## src/hdl/dwc_pkg.sv

```systemverilog
// shared constants for the waveform core and its serial host
//----------------------------------------------------------------------
// Operation
// - 28-bit accumulator adds increment each cycle, wraps
// - increment comes from freq register a or b
// - frequency switch never clears the accumulator
// - 12-bit selected offset added to accumulator top
// - two offset registers, lsb is 1/4096 cycle
// - upper 12 phase bits address sine table
// - table gives 10-bit codes from 12-bit address
// - mode bit D1 chooses sine table or not
// - shift one bit per falling sclk, 16 form word
// - bits accepted only while frame sync low
// - long frames carry successive 16-bit words
// - host raises frame only after 16th fall
// - sclk high when frame sync falls
// - any sclk idle level tolerated, framed bits only
// - reset bit clears accumulator, output midscale
// - reset bit keeps registers, host loads them
// - host holds reset bit during initialisation
// - output data 7-8 cycles after reset clears
// - register change reaches output in 7-8 cycles, mode bit D1 in 4
// - top bits 00 address the control register
// - control bits except mode sampled one stage
// - full-width load: low 14 then high 14
//----------------------------------------------------------------------
package dwc_pkg;
  localparam int WORD_W = 16;
  localparam int FREQ_W = 28;
  localparam int PHASE_W = 12;
  localparam int DAC_W = 10;
  localparam int HALF_W = 14;
  localparam int BITS_PER_WORD = 16;
  localparam int CLK_PERIOD_NS = 25;
  // address field of a serial word
  localparam int ADDR_HI = 15;
  localparam int ADDR_LO = 14;
  localparam logic [1:0] ADDR_CTRL = 2'h0;
  localparam logic [1:0] ADDR_FREQ_A = 2'h1;
  localparam logic [1:0] ADDR_FREQ_B = 2'h2;
  localparam logic [1:0] ADDR_PHASE = 2'h3;
  localparam int PHASE_REG_BIT = 13;
  // control register bit positions
  localparam int FULL_WIDTH_BIT = 13;
  localparam int HALF_SEL_BIT = 12;
  localparam int FREQ_SEL_BIT = 11;
  localparam int PHASE_SEL_BIT = 10;
  localparam int RESET_BIT = 8;
  localparam int MODE_BIT = 1;
  localparam logic [15:0] CTRL_RST = 16'h0000;
  localparam logic [9:0] MIDSCALE = 10'h200;
  localparam logic [9:0] AMP_MAX = 10'h1ff;
  localparam logic [11:0] HALF_TURN = 12'h800;
  localparam int OUT_PIPE = 3;
  localparam int SCLK_DIV = 2;
  // host serialiser states
  typedef enum logic [1:0] {
    DWC_IDLE = 2'b00,
    DWC_HIGH = 2'b01,
    DWC_LOW = 2'b10
  } dwc_hstate_t;
endpackage

```

## src/hdl/dwc_if.sv

```systemverilog
// three-wire serial link between host and waveform core
`timescale 1ns/100ps
interface dwc_if;
  logic sclk;
  logic frame_sync_n;
  logic serial_din;
  modport dev (input sclk, input frame_sync_n, input serial_din);
  modport host (output sclk, output frame_sync_n, output serial_din);
endinterface

```

## src/hdl/dwc_core.sv

```systemverilog
// device end: serial word receiver, registers and phase-to-amplitude path
`timescale 1ns/100ps
module dwc_core
  import dwc_pkg::*;
#(
  parameter int PIPE = OUT_PIPE
) (
  input wire logic CLOCK,
  input wire logic NRST,
  dwc_if.dev LINK,
  output logic [DAC_W-1:0] DAC_CODE,
  output logic WORD_SEEN
);
  typedef struct packed {
    // receiver
    logic sclk_q;
    logic [3:0] bit_cnt;
    logic [WORD_W-1:0] shift;
    logic word_vld;
    logic [WORD_W-1:0] word;
    // register file
    logic [WORD_W-1:0] ctrl;
    logic [FREQ_W-1:0] freq_a;
    logic [FREQ_W-1:0] freq_b;
    logic [PHASE_W-1:0] ofs_a;
    logic [PHASE_W-1:0] ofs_b;
    logic [HALF_W-1:0] low_stage;
    logic low_pend;
    // synthesis pipeline
    logic [WORD_W-1:0] ctrl_s;
    logic [1:0] rst_d;
    logic [FREQ_W-1:0] inc;
    logic [PHASE_W-1:0] ofs;
    logic [PHASE_W-1:0] ofs_d;
    logic [FREQ_W-1:0] acc;
    logic [PHASE_W-1:0] phase;
    logic [DAC_W-1:0] code;
    logic [PIPE-1:0][DAC_W-1:0] pipe;
  } dwc_core_t;

  // registered state, its next value and word decode
  dwc_core_t s_r, s_nxt;
  logic sclk_fall;
  logic [1:0] addr;
  logic [HALF_W-1:0] payload;

  //----------------------------------------------------------------------
  // amplitude functions
  //----------------------------------------------------------------------
  // parabolic half-wave sine, phase 0 sits at midscale
  function automatic logic [DAC_W-1:0] dwc_sine(input logic [PHASE_W-1:0] a);
    logic [PHASE_W-1:0] p;
    logic [23:0] y;
    logic [DAC_W-1:0] m;
    p = {1'b0, a[PHASE_W-2:0]};
    y = 24'(p) * 24'(HALF_TURN - p);
    m = (y[20:11] > AMP_MAX) ? AMP_MAX : y[20:11];
    return a[PHASE_W-1] ? MIDSCALE - m : MIDSCALE + m;
  endfunction

  // linear ramp up then down when the table is bypassed
  function automatic logic [DAC_W-1:0] dwc_tri(input logic [PHASE_W-1:0] a);
    return a[PHASE_W-1] ? ~a[PHASE_W-2:1] : a[PHASE_W-2:1];
  endfunction

  //----------------------------------------------------------------------
  // link decode
  //----------------------------------------------------------------------
  // falling sclk seen only inside a frame
  assign sclk_fall = s_r.sclk_q && !LINK.sclk && !LINK.frame_sync_n;
  // fields of the completed word
  assign addr = s_r.word[ADDR_HI:ADDR_LO];
  assign payload = s_r.word[HALF_W-1:0];
  // outputs straight from flops
  assign DAC_CODE = s_r.pipe[PIPE-1];
  assign WORD_SEEN = s_r.word_vld;

  //----------------------------------------------------------------------
  // next state
  //----------------------------------------------------------------------
  always_comb begin
    s_nxt = s_r;
    s_nxt.sclk_q = LINK.sclk;
    s_nxt.word_vld = 1'b0;

    //------------------------------------------------------------------
    // receiver
    //------------------------------------------------------------------
    // serial shifter, msb first, count cleared outside a frame
    if (LINK.frame_sync_n) begin
      s_nxt.bit_cnt = 4'h0;
    end else if (sclk_fall) begin
      s_nxt.shift = {s_r.shift[WORD_W-2:0], LINK.serial_din};
      s_nxt.bit_cnt = s_r.bit_cnt + 4'h1;
      if (s_r.bit_cnt == 4'(BITS_PER_WORD - 1)) begin
        s_nxt.word = {s_r.shift[WORD_W-2:0], LINK.serial_din};
        s_nxt.word_vld = 1'b1;
      end
    end

    //------------------------------------------------------------------
    // register file
    //------------------------------------------------------------------
    // register writes from a completed word
    if (s_r.word_vld) begin
      unique case (addr)
        ADDR_CTRL: begin
          s_nxt.ctrl = s_r.word;
          s_nxt.low_pend = 1'b0;
        end
        ADDR_FREQ_A, ADDR_FREQ_B: begin
          if (s_r.ctrl[FULL_WIDTH_BIT] && !s_r.low_pend) begin
            s_nxt.low_stage = payload;
            s_nxt.low_pend = 1'b1;
          end else begin
            s_nxt.low_pend = 1'b0;
            if (addr == ADDR_FREQ_A) begin
              s_nxt.freq_a = upd(s_r.freq_a);
            end else begin
              s_nxt.freq_b = upd(s_r.freq_b);
            end
          end
        end
        ADDR_PHASE: begin
          if (s_r.word[PHASE_REG_BIT]) begin
            s_nxt.ofs_b = s_r.word[PHASE_W-1:0];
          end else begin
            s_nxt.ofs_a = s_r.word[PHASE_W-1:0];
          end
        end
      endcase
    end

    //------------------------------------------------------------------
    // synthesis path
    //------------------------------------------------------------------
    // stages: select, accumulate, offset, amplitude, then the delay line
    // control sampled one stage ahead of the synthesis path
    s_nxt.ctrl_s = s_r.ctrl;
    s_nxt.inc = s_r.ctrl[FREQ_SEL_BIT] ? s_r.freq_b : s_r.freq_a;
    s_nxt.ofs = s_r.ctrl[PHASE_SEL_BIT] ? s_r.ofs_b : s_r.ofs_a;
    // offset and reset bit delayed to match the frequency path latency, mode bit not delayed
    s_nxt.ofs_d = s_r.ofs;
    s_nxt.rst_d = {s_r.rst_d[0], s_r.ctrl_s[RESET_BIT]};

    // accumulator, held at zero by the reset bit, never cleared on switch
    if (s_r.ctrl_s[RESET_BIT]) begin
      s_nxt.acc = '0;
    end else begin
      s_nxt.acc = s_r.acc + s_r.inc;
    end

    // offset added to the top bits, carry dropped
    s_nxt.phase = s_r.acc[FREQ_W-1 -: PHASE_W] + s_r.ofs_d;

    // amplitude stage, midscale while held in reset
    if (s_r.rst_d[1]) begin
      s_nxt.code = MIDSCALE;
    end else if (s_r.ctrl[MODE_BIT]) begin
      s_nxt.code = dwc_tri(s_r.phase);
    end else begin
      s_nxt.code = dwc_sine(s_r.phase);
    end

    //------------------------------------------------------------------
    // output
    //------------------------------------------------------------------
    // output delay line sets the load-to-output latency
    s_nxt.pipe[0] = s_r.code;
    for (int i = 1; i < PIPE; i++) begin
      s_nxt.pipe[i] = s_r.pipe[i-1];
    end
  end

  //----------------------------------------------------------------------
  // frequency word merge
  //----------------------------------------------------------------------
  // merge a write into a frequency word by load mode
  function automatic logic [FREQ_W-1:0] upd(input logic [FREQ_W-1:0] old);
    logic [FREQ_W-1:0] r;
    r = old;
    if (s_r.ctrl[FULL_WIDTH_BIT]) begin
      r = {payload, s_r.low_stage};
    end else if (s_r.ctrl[HALF_SEL_BIT]) begin
      r[FREQ_W-1:HALF_W] = payload;
    end else begin
      r[HALF_W-1:0] = payload;
    end
    return r;
  endfunction

  //----------------------------------------------------------------------
  // state register
  //----------------------------------------------------------------------
  always_ff @(posedge CLOCK or negedge NRST) begin
    if (!NRST) begin
      // state clear except sclk_q high, output path at midscale
      s_r <= '0;
      s_r.sclk_q <= 1'b1;
      s_r.ctrl <= CTRL_RST;
      s_r.ctrl_s <= CTRL_RST;
      s_r.code <= MIDSCALE;
      s_r.pipe <= {PIPE{MIDSCALE}};
    end else begin
      s_r <= s_nxt;
    end
  end
endmodule

```

## src/flat_wrapper.sv

```systemverilog
// flat-port wrapper written by rule: the top's interface ports become plain ports
module dwc_core_flat import dwc_pkg::*;
#(
  parameter int PIPE = OUT_PIPE
)
  (CLOCK, NRST, DAC_CODE, WORD_SEEN, LINK_sclk, LINK_frame_sync_n, LINK_serial_din);
  dwc_if LINK_i ();
  input wire logic CLOCK;
  input wire logic NRST;
  output logic [DAC_W-1:0] DAC_CODE;
  output logic WORD_SEEN;
  input wire logic [$bits(LINK_i.sclk)-1:0] LINK_sclk;
  input wire logic [$bits(LINK_i.frame_sync_n)-1:0] LINK_frame_sync_n;
  input wire logic [$bits(LINK_i.serial_din)-1:0] LINK_serial_din;
  assign LINK_i.sclk = LINK_sclk;
  assign LINK_i.frame_sync_n = LINK_frame_sync_n;
  assign LINK_i.serial_din = LINK_serial_din;
  dwc_core #(.PIPE(PIPE)) u_core (.CLOCK(CLOCK), .NRST(NRST), .LINK(LINK_i), .DAC_CODE(DAC_CODE), .WORD_SEEN(WORD_SEEN));
endmodule
```

## config.mk

```make
export PLATFORM = sky130hd
export DESIGN_NAME = dwc_core_flat
export DESIGN_NICKNAME = d
export VERILOG_FILES = /design/src/hdl/dwc_pkg.sv /design/src/hdl/dwc_if.sv /design/src/hdl/dwc_core.sv /design/src/flat_wrapper.sv
export SDC_FILE = /design/constraint.sdc
export NUM_CORES = 1
export LEC_CHECK = 0
export BUFFER_PORTS_ARGS = -buffer_cell sky130_fd_sc_hd__buf_2
export CAP_MARGIN = 20
export CORE_MARGIN = 3
export CORE_UTILIZATION = 50
export DETAILED_ROUTE_END_ITERATION = 6
export GPL_TIMING_DRIVEN = 0
export PLACE_DENSITY = 0.65
export RECOVER_POWER = 25
export SKIP_CTS_REPAIR_TIMING = 1
export SYNTH_ARGS = -nofsm -noshare
export SYNTH_HDL_FRONTEND = slang
export SYNTH_SLANG_ARGS = --single-unit
```

## constraint.sdc

```tcl
create_clock -name CLOCK -period 9.6 [get_ports CLOCK]
set_input_delay 0.96 -clock CLOCK [delete_from_list [all_inputs] [get_ports CLOCK]]
set_output_delay 0.96 -clock CLOCK [all_outputs]
set_load 0.1 [all_outputs]
```

* Word-level counts from Yosys, hierarchy flattened
Cells that the tools add are included.
** Word-level totals
- Register bits after elaboration :: 290
- Output and inout bits :: 11
- Word-level logic and storage cells :: 82
** Operators by class
- $add $sub $neg :: 6
- Multipliers :: 1
- Magnitude comparators :: 1
- Eq/ne operators :: 5
- Mux-type cells :: 17
- Bitwise operators :: 5
- Reductions and logical operators :: 22
** Operator list (count)
- $mux 28 :: 3
- $mux 10 :: 5
- $mux 37 :: 1
- $mux 17 :: 2
- $add 28x28->28 :: 1
- $mux 14 :: 2
- $mul 11x24->21 :: 1
- $reduce_and 5->1 :: 4
- $sub 12x11->13 const A :: 1
- $add 12x12->12 :: 1
- $mux 12 :: 1
- $reduce_and 3->1 :: 4
- $add 10x10->10 const A :: 1
- $gt 10x9->1 const B :: 1
- $not 10->10 :: 1
- $sub 10x10->10 const A :: 1
- $reduce_and 2->1 :: 3
- $reduce_bool 2->1 :: 3
- $add 4x1->4 const B :: 1
- $eq 2x2->1 const B :: 2
- $eq 4x4->1 const B :: 1
- $mux 4 :: 1
- $not 1->1 :: 4
- $logic_and 1x1->1 :: 3
- other kinds (7) :: 9

* Longest topological paths before layout
Gate-level depths: netlist (run 1).
- Depth after elaboration :: 8
- Depth in mapped cells :: 29

* Worst setup path after synthesis (run 1)
Ideal clock, no wire load.
- Path kind :: flip-flop to flip-flop
- Start point :: reg u_core.s_r[42] in the netlist's numbering
- End point :: reg u_core.s_r, in the netlist u_core.s_nxt[8]
- Arrival time :: 7235 ps
- Required time :: 9517 ps
- Setup slack :: 2282 ps
- Stages on the path, launching flop included :: 30
- Buffers on the path :: 3
- Path through :: dfrtp_1 > clkbuf_1 > or4_1 > nor3_1 > nor4bb_1 > ha_1 > nand2b_1 > fa_1 > inv_1 > fa_1 > fa_1 > fa_1 > inv_1 > fa_1 > inv_1 > ha_1 > buf_2 > a21o_1 > a21oi_1 > a21bo_2 > o21ai_1 > a21o_1 > a21oi_1 > buf_2 > nor2_1 > ha_1 > and3_1 > nor4bb_1 > o311a_1 > o21ai_0
** RTL lines
- start, declared :: RTL line dwc_core.sv:42 : dwc_core_t s_r, s_nxt;
- start signal, assigned :: RTL line dwc_core.sv:205 : s_r <= s_nxt;

==> key figures, run 1 <==
STA
  • Final slew viol count: 103
  • Worst hold slack across all endpoints: 0.3461 ns
  • Total setup violations reported at the end of the flow: 0
  • Worst clock skew on the final layout: 0.02000 ns
  • Fin Setup TNS: 0 ns
  • Achievable frequency: 118.8 MHz
  • Number of failing hold endpoints at the final stage: 0
  • Worst-Margin Slew: 5.215 ns
  • Unrepaired setup endpoints after global routing: no
  • Fraction of the cycle the final worst path needs: 87.67%
  • Relative slew slack: -247.6%
  • Min Tclk post-route: 8.417 ns

Final layout
  • Ant diodes: 0
  • Storage cell area: 6838 um2
  • Final Non-Filler Cells: 1833
  • Area growth from synthesis to layout: 9.919%
  • Fill count: 2622
  • Net count reported at finish: 1617
  • Post-route core utilization: 56.12%
  • Share of layout cells above drive strength 1: 15.94%
  • Multi-input logic area: 8210 um2

Pwr
  • Worst IR drop on VDD: 0.0001493 V
  • Static Leak: 0.008787 uW
  • Pwr per Cell Area: 135.0 nW/um2

Status
  • Violations in the final reports: max-capacitance violations, max-slew violations
  • Status: complete, but fails checks

GRT
  • First-pass GRT wire length: 51630 um
  • Number of antenna violations at the first check in global routing: 0
  • Global route total overflow: 0
  • Largest net degree at the start of global routing: 103
  • Global-route usage over all layers: 18.92%
  • Via count of the first global-routing pass: 10248

Critical path
  • Startpoint-to-endpoint class of the critical path: reg2reg
  • Buf+Inv Stages, Crit Path: 6
  • Sort of element at the end of the critical path: flop
  • Reg-to-reg critical path startpoint: u_core.s_r[42]
  • Required time at the worst-slack endpoint: 10.03 ns
  • Data arrival time at the worst-slack endpoint: 8.85 ns
  • Critical Path Slowest Stage Cell: sky130_fd_sc_hd__or4_1
  • Max stage delay on crit path: 0.64 ns
  • Startpoint types: flop
  • Worst path top cell family by delay: adder cells
  • Critical Path Fanout Max: 10
  • Launch point of the critical path: u_core.s_r[42]
  • CP dominant cell by count: sky130_fd_sc_hd__fa_1

Floorplan
  • Initial standard-cell utilization of the core: 51.06%
  • Area of the core region: 30830 um2
  • I/O Pins: 16
  • Row count: 64
  • Area of the die: 33650 um2
  • Width of the die: 183.4 um
  • Die Y: 183.4 um

Route
  • DRC marker count from the first detailed-route iteration: 485
  • Number of DRC violations after detailed routing: 0
  • Met2 wire len: 14800 um
  • Antenna Nets Post-Route: 0
  • Post-detailed-route wirelength per cell: 16.59 um
  • Detail-routed via count per cell: 5.286
  • Final wirelength: 30410 um
  • Detailed-routed wire length on met3: 994 um
  • Number of search-and-repair iterations in the first detailed-routing pass: 5
  • Wire length the detailed router placed on met1: 13450 um
  • Overall via count from detail_route: 9690
  • Highest layer used for signal routing: met4

Job
  • Max capacitance violation total: 1

Hold path
  • Class of the most critical hold timing path: reg2reg
  • Hold path start: u_core.s_nxt[0]

Synth
  • Number of enable-type register cells in the synthesized netlist: 0
  • Ys flop type: sky130_fd_sc_hd__dfrtp_1
  • YS warnings: 0
  • Mapped Avg Cell Area: 11.57 um2
  • Post-synthesis sequential area ratio: 43.44%
  • Synth Register Bits: 273
  • Netlist area before placement: 15740 um2
  • Syn Inst Count: 1361
  • Async S/R FF share, synth: 100.0%
  • Count of distinct cell types in the synthesized netlist: 74

CTS
  • Clk buf depth: 3
  • CTS Buf Count: 27
  • Clock Pin Slew Worst Setup and Hold Paths: 0.06 ns
  • Number of H-tree levels: 1
  • Root cell of the clock tree: sky130_fd_sc_hd__clkbuf_16
  • Clock tree from TritonCTS: built
  • Total clock sinks: 273
  • Clock latency on the worst-skew pair: 0.55 ns

Placed design
  • Post-DP HPWL: 22260 um
  • Number of buffer cells added on primary ports: 15
  • Final weighted congestion of routability-driven global placement: 0.8560
  • Number of cells in the design after placement: 1783
[flip-flops by register name, summed over array words and instances (netlist names)]
signal and cells:
u_core.payload 14, u_core.WORD_SEEN 1, u_core.s_nxt 50, u_core.addr 2, u_core.DAC_CODE 10, u_core.s_r 196
[routing by layer]
metal / up-vias / GRT usage (%)
met1: 4797 / 24.90
li1: 4667 / -
met2: 158 / 32.38
met3: 68 / 2.572
met4: 0 / 6.673
met5: - / 0
[placed cells by master (no fill, tap or decap), drive strengths merged, types with 9 or more instances in the layout]
cell type and count:
conb 9, mux2 142, nor2 107, fa 89
ha 107, nand3 11, and2 17, buf 35
nand2b 34, o21bai 9, xor2 18, o21ai 24
nand2 45, nor3 19, mux2i 16, dfrtp 268
inv 125, clkbuf 80, xnor2 33, a21oi 68
a21o 20, nor2b 49
[final cells by class]
class                   count  share of cell area [%]
plain buffers              55                   1.425
clock buffers              41                   4.556
clock inverters             9                  0.6580
inverters                 126                   2.733
multi-input cells         914                   47.45
flip-flops and latches    273                   39.52
well taps                 396                   2.864
repair buffers             19                  0.7954
[power by group]
part           switching (uW)  internal, uW  total (uW)
sequential               14.1          1180        1190
combinational            59.7          32.3        92.0
clock                     431           623        1050
[path summary, 6_finish.rpt]
kind,slack (ns),depth (start not counted),to
min reg2reg,0.35,0,u_core.s_nxt[10]
max reg2reg,1.18,29,u_core.s_nxt[8]
max in group asynchronous,4.33,1,u_core.s_r[85]
max,1.18,29,u_core.s_nxt[8]
min in group asynchronous,2.34,1,u_core.DAC_CODE[5]
min,0.35,0,u_core.s_nxt[10]
[kinds of logic (layout without fill, tap and decap cells)]
| kind of cell | count (synthesis) | count (layout) | share of synthesized area (%) |
|---|---|---|---|
| compound gates | 184 | 184 | 7.861 |
| xor+xnor | 52 | 52 | 3.028 |
| fa+ha+maj | 196 | 196 | 19.82 |
| buf+inv | 181 | 250 | 4.570 |
| flops | 273 | 273 | 43.44 |
| mux | 158 | 158 | 11.18 |
| other cells | 2 | 9 | 0.04771 |
| simple gates | 315 | 315 | 10.05 |
[Yosys cell counts, types with 4 or more instances]
cell / number / share of area, %
sky130_fd_sc_hd__o21ai_0: 18 / 0.57
sky130_fd_sc_hd__a21boi_0: 6 / 0.29
sky130_fd_sc_hd__dfrtp_1: 268 / 43
sky130_fd_sc_hd__nor3_1: 19 / 0.60
sky130_fd_sc_hd__o21ai_1: 6 / 0.19
sky130_fd_sc_hd__mux2_2: 141 / 10
sky130_fd_sc_hd__dfstp_2: 5 / 0.83
sky130_fd_sc_hd__a211oi_1: 7 / 0.33
sky130_fd_sc_hd__clkbuf_1: 37 / 0.88
sky130_fd_sc_hd__o211ai_1: 5 / 0.24
sky130_fd_sc_hd__nand4_1: 7 / 0.28
sky130_fd_sc_hd__buf_1: 6 / 0.14
sky130_fd_sc_hd__fa_1: 89 / 11
sky130_fd_sc_hd__nand3_1: 11 / 0.35
sky130_fd_sc_hd__nor2b_1: 49 / 1.9
sky130_fd_sc_hd__xnor2_1: 32 / 1.8
sky130_fd_sc_hd__nand2b_1: 34 / 1.4
sky130_fd_sc_hd__o21bai_1: 9 / 0.43
sky130_fd_sc_hd__and2_1: 17 / 0.68
sky130_fd_sc_hd__a21o_1: 20 / 0.95
sky130_fd_sc_hd__inv_1: 124 / 3.0
sky130_fd_sc_hd__a21oi_1: 66 / 2.1
sky130_fd_sc_hd__nor2_1: 107 / 2.6
sky130_fd_sc_hd__nor3b_1: 4 / 0.19
sky130_fd_sc_hd__xor2_1: 18 / 1.0
sky130_fd_sc_hd__mux2i_1: 16 / 1.0
sky130_fd_sc_hd__o21a_1: 8 / 0.38
sky130_fd_sc_hd__buf_4: 10 / 0.48
sky130_fd_sc_hd__ha_1: 107 / 8.5
sky130_fd_sc_hd__or3_1: 6 / 0.24
sky130_fd_sc_hd__nand2_1: 45 / 1.1
[stage by stage]
step           setup WS (ns)  instance area [um2]  total power [uW]
2_1_floorplan          2.282                15770              1264
3_3_place_gp           1.244                16340              1300
3_5_place_dp           1.231                16410              1305
4_1_cts                1.199                17320              2366
5_1_grt               0.6452                17300              2424
6_report               1.183                17300              2336
(Power assumes the default switching activity.)
==> run 2, diff against run 1 <==
--- a/config.mk
+++ b/config.mk
@@ -7,11 +7,13 @@
 export LEC_CHECK = 0
 export BUFFER_PORTS_ARGS = -buffer_cell sky130_fd_sc_hd__buf_2
 export CAP_MARGIN = 20
+export CELL_PAD_IN_SITES_DETAIL_PLACEMENT = 1
+export CELL_PAD_IN_SITES_GLOBAL_PLACEMENT = 1
 export CORE_MARGIN = 3
 export CORE_UTILIZATION = 50
 export DETAILED_ROUTE_END_ITERATION = 6
 export GPL_TIMING_DRIVEN = 0
-export PLACE_DENSITY = 0.65
+export PLACE_DENSITY_LB_ADDON = 0.1
 export RECOVER_POWER = 25
 export SKIP_CTS_REPAIR_TIMING = 1
 export SYNTH_ARGS = -nofsm -noshare
==> run 2 against run 1 <==
Critical path depth stayed put. Die area unchanged. The flow still finishes with violations (max-capacitance violations, max-slew violations). Worst hold slack better by 0.0010 ns. Global-route usage up 2.9 points. Core utilization is 0.32 points higher. Critical endpoint unchanged.
==> key figures, run 2 (same netlist as run 1, synthesis figures left out) <==
STA
  • Number of failing hold endpoints at the final stage: 0 (unchanged)
  • Worst-Margin Slew: 4.521 ns (-0.6931 ns)
  • Final slew viol count: 82 (-20%)
  • Min Tclk post-route: 8.725 ns (+0.3083 ns)
  • Relative slew slack: -201.4% (+46 points)
  • Achievable frequency: 114.6 MHz (-3.5%)
  • Worst clock skew on the final layout: 0.009258 ns (-0.01074 ns)
  • Total setup violations reported at the end of the flow: 0 (unchanged)
  • Unrepaired setup endpoints after global routing: no
  • Worst hold slack across all endpoints: 0.3471 ns (+0.001036 ns)
  • Fin Setup TNS: 0 ns (unchanged)
  • Fraction of the cycle the final worst path needs: 90.89% (+3.2 points)

Final layout
  • Final Non-Filler Cells: 1837 (+0.22%)
  • Ant diodes: 0 (unchanged)
  • Top library cells by usage in the layout, fill and taps aside: sky130_fd_sc_hd__dfrtp_1 (268), sky130_fd_sc_hd__mux2_2 (140), sky130_fd_sc_hd__inv_1 (124), sky130_fd_sc_hd__nor2_1 (107), sky130_fd_sc_hd__ha_1 (107)
  • Commonest non-fill, non-tap cell in the layout: sky130_fd_sc_hd__dfrtp_1
  • Register bank with the most flops: u_core.s_r
  • Area growth from synthesis to layout: 10.55%
  • Net count reported at finish: 1619 (+0.12%)
  • Fill count: 3253 (+24%)
  • Max FFs per register: 196 (unchanged)
  • Share of layout cells above drive strength 1: 16.45% (+0.51 points)

Route
  • Number of search-and-repair iterations in the first detailed-routing pass: 4 (-1)
  • Final wirelength: 35380 um (+16%)
  • Met2 wire len: 18730 um (+27%)
  • Highest layer used for signal routing: met4
  • Number of DRC violations after detailed routing: 0 (unchanged)
  • Post-detailed-route wirelength per cell: 19.26 um (+16%)
  • Detail-routed via count per cell: 5.433 (+2.8%)
  • DRC marker count from the first detailed-route iteration: 364 (-25%)
  • Detailed-routed wire length on met3: 828 um (-17%)
  • Antenna Nets Post-Route: 0 (unchanged)
  • Overall via count from detail_route: 9980 (+3.0%)
  • Wire length the detailed router placed on met1: 14830 um (+10%)

Critical path
  • CP Depth: 29 (unchanged)
  • Required time at the worst-slack endpoint: 10.05 ns (+0.02 ns)
  • Max stage delay on crit path: 0.65 ns (about the same)
  • Depth of the worst register-to-register path: 29 (unchanged)
  • Worst path top cell family by delay: adder cells
  • Capture instance of the worst register-to-register path: u_core.s_nxt[8]
  • Capture point of the worst path: u_core.s_nxt[8]
  • Critical Path Fanout Max: 10 (unchanged)
  • Sort of element at the end of the critical path: flop
  • Buf+Inv Stages, Crit Path: 6 (unchanged)
  • Reg-to-reg critical path startpoint: u_core.s_r[42]
  • Startpoint-to-endpoint class of the critical path: reg2reg
  • Setup slack of the worst register-to-register path: 0.87 ns (-0.31 ns)
  • Data arrival time at the worst-slack endpoint: 9.17 ns (+0.32 ns)
  • Launch point of the critical path: u_core.s_r[42]
  • Startpoint types: flop
  • Critical Path Slowest Stage Cell: sky130_fd_sc_hd__or4_1
  • CP dominant cell by count: sky130_fd_sc_hd__fa_1

CTS
  • Root cell of the clock tree: sky130_fd_sc_hd__clkbuf_16
  • Number of H-tree levels: 1 (unchanged)
  • Clock Pin Slew Worst Setup and Hold Paths: 0.06 ns (about the same)
  • CTS Buf Count: 29 (+7.4%)
  • Total clock sinks: 273 (unchanged)
  • Clock latency on the worst-skew pair: 0.55 ns (about the same)
  • Clk buf depth: 3 (unchanged)
  • Clock tree from TritonCTS: built

Pwr
  • Pwr per Cell Area: 139.4 nW/um2 (+3.2%)
  • Static Leak: 0.008836 uW (+0.55%)
  • Worst IR drop on VDD: 0.0001574 V (+5.4%)

Placed design
  • Number of buffer cells added on primary ports: 15 (unchanged)
  • Final weighted congestion of routability-driven global placement: 0.8529 (-0.36%)
  • Number of cells in the design after placement: 1783 (unchanged)
  • Post-DP HPWL: 25700 um (+15%)

Floorplan
  • Row count: 64 (unchanged)
  • I/O Pins: 16 (unchanged)
  • Width of the die: 183.4 um (unchanged)
  • Initial standard-cell utilization of the core: 51.06% (unchanged)
  • Die Y: 183.4 um (unchanged)
  • Area of the die: 33650 um2 (unchanged)
  • Area of the core region: 30830 um2 (unchanged)

GRT
  • Global route total overflow: 0 (unchanged)
  • Largest net degree at the start of global routing: 123 (+19%)
  • Global-route usage over all layers: 21.84% (+2.9 points)
  • Via count of the first global-routing pass: 11163 (+8.9%)
  • First-pass GRT wire length: 58750 um (+14%)
  • Number of antenna violations at the first check in global routing: 0 (unchanged)

Hold path
  • Class of the most critical hold timing path: reg2reg

Job
  • Max capacitance violation total: 1 (unchanged)

Status
  • Status: complete, but fails checks
  • Violations in the final reports: max-capacitance violations, max-slew violations
## run 2: cell types whose count changed in the layout (fill, tap and decap cells not counted), sizes merged
cell      change
bufinv        +1
buf           +1
clkinv        +1
clkinvlp      +1
## run 2: worst min-delay path by stage
stage                           startpoint                 end  slack, ns  cells after the start
after floorplan           u_core.s_nxt[20]  u_core.DAC_CODE[0]       0.33                      0
after detailed placement  u_core.s_nxt[15]    u_core.s_nxt[25]       0.34                      0
after global placement    u_core.s_nxt[87]      u_core.s_r[87]       0.33                      0
after global routing      u_core.s_nxt[16]    u_core.s_nxt[26]       0.35                      0
final                     u_core.s_nxt[87]      u_core.s_r[87]       0.35                      0
after CTS                 u_core.s_nxt[80]      u_core.s_r[80]       0.35                      0
## run 2: layer usage
layer | vias to the layer above | global-route usage (%)
li1 | 4655 | -
met3 | 62 | 2.473
met4 | 0 | 5.759
met1 | 5156 | 26.92
met5 | - | 0
met2 | 107 | 40.78
## run 2: cell type report
| type | instances | area (um2) | share of cell area (%) |
|---|---|---|---|
| plain buffers | 55 | 246.5 | 1.416 |
| clock buffers | 42 | 844.6 | 4.853 |
| clock inverters | 12 | 152.6 | 0.8772 |
| inverters | 126 | 473.0 | 2.718 |
| multi-input cells | 914 | 8210 | 47.18 |
| flip-flops and latches | 273 | 6838 | 39.29 |
| well taps | 396 | 495.5 | 2.847 |
| repair buffers | 19 | 141.4 | 0.8125 |
## run 2: stage by stage
stage / total power (uW) / area (um2) / setup WS (ns) / util (%)
2_1_floorplan: 1264 / 15770 / 2.282 / -
3_3_place_gp: 1300 / 16340 / 1.143 / 53.00
3_5_place_dp: 1306 / 16420 / 0.9248 / 53.25
4_1_cts: 2467 / 17410 / 0.8545 / 56.48
5_1_grt: 2519 / 17400 / 0.3514 / 56.44
6_report: 2425 / 17400 / 0.8750 / 56.44
## run 2: where the power goes
part	total, uW	switching (uW)	internal, uW
registers	1190	14.7	1180
clock network	1140	449	692
logic	93.4	61.0	32.4
total	2420	524	1900
==> run 3, diff against run 2 <==
--- a/config.mk
+++ b/config.mk
@@ -7,12 +7,13 @@
 export LEC_CHECK = 0
 export BUFFER_PORTS_ARGS = -buffer_cell sky130_fd_sc_hd__buf_2
 export CAP_MARGIN = 20
-export CELL_PAD_IN_SITES_DETAIL_PLACEMENT = 1
+export CELL_PAD_IN_SITES_DETAIL_PLACEMENT = 0
 export CELL_PAD_IN_SITES_GLOBAL_PLACEMENT = 1
 export CORE_MARGIN = 3
 export CORE_UTILIZATION = 50
 export DETAILED_ROUTE_END_ITERATION = 6
 export GPL_TIMING_DRIVEN = 0
+export MAX_ROUTING_LAYER = met4
 export PLACE_DENSITY_LB_ADDON = 0.1
 export RECOVER_POWER = 25
 export SKIP_CTS_REPAIR_TIMING = 1
==> run 3 against run 2 <==
The flow still finishes with violations (max-capacitance violations, max-slew violations). First-iteration DRC count is 10% higher. Global-route usage is 1.5 points lower. Wire length is 11% lower. Sequential power hardly changed. Non-clock buffer count stayed put. Sequential share of layout area hardly changed. Critical path depth stayed put. Largest cell class unchanged. Highest routed layer unchanged.
==> key figures, run 3 (same netlist as run 1, synthesis figures left out) <==
Critical path
  • Sort of element at the end of the critical path: flop
  • Required time at the worst-slack endpoint: 10.04 ns (about the same)
  • Reg-to-reg critical path startpoint: u_core.s_r[42]
  • Startpoint types: flop
  • Critical Path Slowest Stage Cell: sky130_fd_sc_hd__or4_1
  • Depth of the worst register-to-register path: 29 (unchanged)
  • Startpoint-to-endpoint class of the critical path: reg2reg
  • CP dominant cell by count: sky130_fd_sc_hd__fa_1
  • Capture instance of the worst register-to-register path: u_core.s_nxt[8]
  • Critical Path Fanout Max: 10 (unchanged)
  • Setup slack of the worst register-to-register path: 1.06 ns (+0.18 ns)
  • Data arrival time at the worst-slack endpoint: 8.99 ns (-0.18 ns)
  • Max stage delay on crit path: 0.64 ns (about the same)

Placed design
  • Placed cell area: 16420 um2 (unchanged)
  • Number of buffer cells added on primary ports: 15 (unchanged)
  • Final weighted congestion of routability-driven global placement: 0.8686 (+1.8%)
  • Place WS: 1.123 ns (+0.1982 ns)
  • Post-DP HPWL: 23120 um (-10%)

GRT
  • Global-route usage over all layers: 20.32% (-1.5 points)
  • Number of antenna violations at the first check in global routing: 0 (unchanged)
  • Global route total overflow: 0 (unchanged)
  • First-pass GRT wire length: 53660 um (-8.7%)
  • Via count of the first global-routing pass: 10289 (-7.8%)
  • Largest net degree at the start of global routing: 123 (unchanged)

Hold path
  • Cell count of the worst hold path: 0 (unchanged)
  • Class of the most critical hold timing path: reg2reg
  • Endpoint of the worst hold-timing path: u_core.s_r[80]
  • Hold path start: u_core.s_nxt[80]

CTS
  • Clock latency on the worst-skew pair: 0.56 ns (about the same)
  • Number of H-tree levels: 1 (unchanged)
  • Clock tree from TritonCTS: built
  • Clk buf depth: 3 (unchanged)
  • CTS Buf Count: 29 (unchanged)
  • Clock Pin Slew Worst Setup and Hold Paths: 0.06 ns (about the same)
  • Root cell of the clock tree: sky130_fd_sc_hd__clkbuf_16
  • Total clock sinks: 273 (unchanged)

Pwr
  • Worst IR drop on VDD: 0.0001518 V (-3.6%)
  • Static Leak: 0.008823 uW (-0.15%)
  • Pwr per Cell Area: 138.2 nW/um2 (-0.85%)
  • Total chip power: 2401 uW (-0.97%)

Final layout
  • Design Area, Final: 17380 um2 (-0.12%)
  • Post-route core utilization: 56.38% (-0.069 points)
  • Register bank with the most flops: u_core.s_r
  • Commonest non-fill, non-tap cell in the layout: sky130_fd_sc_hd__dfrtp_1
  • Share of layout cells above drive strength 1: 16.25% (-0.20 points)
  • Net count reported at finish: 1619 (unchanged)
  • Ant diodes: 0 (unchanged)
  • Area growth from synthesis to layout: 10.41%
  • Max FFs per register: 196 (unchanged)
  • Top library cells by usage in the layout, fill and taps aside: sky130_fd_sc_hd__dfrtp_1 (268), sky130_fd_sc_hd__mux2_2 (139), sky130_fd_sc_hd__inv_1 (124), sky130_fd_sc_hd__nor2_1 (107), sky130_fd_sc_hd__ha_1 (107)

Floorplan
  • Area of the die: 33650 um2 (unchanged)
  • Area of the core region: 30830 um2 (unchanged)
  • Width of the die: 183.4 um (unchanged)
  • I/O Pins: 16 (unchanged)
  • Row count: 64 (unchanged)
  • Die Y: 183.4 um (unchanged)
  • Initial standard-cell utilization of the core: 51.06% (unchanged)

Job
  • Max capacitance violation total: 1 (unchanged)

Route
  • Detail-routed via count per cell: 5.246 (-3.4%)
  • Antenna Nets Post-Route: 0 (unchanged)
  • Final wirelength: 31390 um (-11%)
  • Post-detailed-route wirelength per cell: 17.10 um (-11%)
  • Number of DRC violations after detailed routing: 0 (unchanged)
  • DRC marker count from the first detailed-route iteration: 401 (+10%)
  • Overall via count from detail_route: 9631 (-3.5%)
  • Number of search-and-repair iterations in the first detailed-routing pass: 5 (+1)

Status
  • Status: complete, but fails checks
  • Violations in the final reports: max-capacitance violations, max-slew violations

STA
  • PnR worst setup slack: 1.056 ns (+0.1811 ns)
  • Total setup violations reported at the end of the flow: 0 (unchanged)
  • Fin Setup TNS: 0 ns (unchanged)
  • Unrepaired setup endpoints after global routing: no
  • Final slew viol count: 82 (unchanged)
  • Worst clock skew on the final layout: 0.02039 ns (+0.01113 ns)
  • Achievable frequency: 117.0 MHz (+2.1%)
  • Relative slew slack: -198.4% (+3.0 points)
  • Worst-Margin Slew: 4.476 ns (-0.04524 ns)
  • Min Tclk post-route: 8.544 ns (-0.1811 ns)
  • Fraction of the cycle the final worst path needs: 89.00% (-1.9 points)
  • Number of failing hold endpoints at the final stage: 0 (unchanged)
## run 3: cell types whose count changed in the layout (fill, tap and decap cells not counted), sizes merged
cell    previous run  this run
inv              125       127
buf               36        35
clkbuf            80        81
bufinv             3         2
clkinv             9         7
## run 3: stage by stage
stage / hold slack [ns] / instances
4_1_cts: 0.3456 / 1836
5_1_grt: 0.3506 / 1836
3_5_place_dp: 0.3347 / 1783
2_1_floorplan: 0.3312 / 1368
3_3_place_gp: 0.3327 / 1779
6_report: 0.3439 / 1836
## run 3: critical path: cells and delay by family, from the launching register on
family | cells | cell delay [ns]
AOI/OAI and AO/OA | 8 | 1.77
DFF | 1 | 0.35
buffers and inverters | 6 | 0.94
adders and majority gates | 8 | 3.46
and+or+nand+nor | 7 | 1.89
## run 3: layout make-up
cell class,instances,area (um2)
plain buffers,55,246.5
clock buffers,42,844.6
clock inverters,11,132.6
fillers,2674,13450
inverters,126,473.0
multi-input cells,914,8210
flip-flops and latches,273,6838
well taps,396,495.5
repair buffers,19,140.1
## run 3: power breakdown
group          leakage, uW  switching (uW)  internal [uW]  total [uW]
combinational      0.00465            59.7           32.3        91.9
sequential         0.00369            13.5           1180        1190
clock             0.000483             452            667        1120
## run 3: worst max path at each step
| stage | slack (ns) | startpoint | end | depth (start not counted) |
|---|---|---|---|---|
| after global routing | 0.46 | u_core.s_r[42] | u_core.s_nxt[8] | 29 |
| after floorplan | 2.28 | u_core.s_r[42] | u_core.s_nxt[8] | 29 |
| after CTS | 1.09 | u_core.s_r[42] | u_core.s_nxt[8] | 29 |
| after detailed placement | 1.12 | u_core.s_r[42] | u_core.s_nxt[8] | 29 |
| after global placement | 1.14 | u_core.s_r[42] | u_core.s_nxt[8] | 29 |
| final | 1.06 | u_core.s_r[42] | u_core.s_nxt[8] | 29 |
## run 3: routing by layer
metal	part of all wire, %	GRT usage [%]	wire length (um)
met1	45	26.35	13990
met2	51	34.96	15890
met3	2.4	2.097	753
met4	2.4	4.388	752
met5	0	-	0
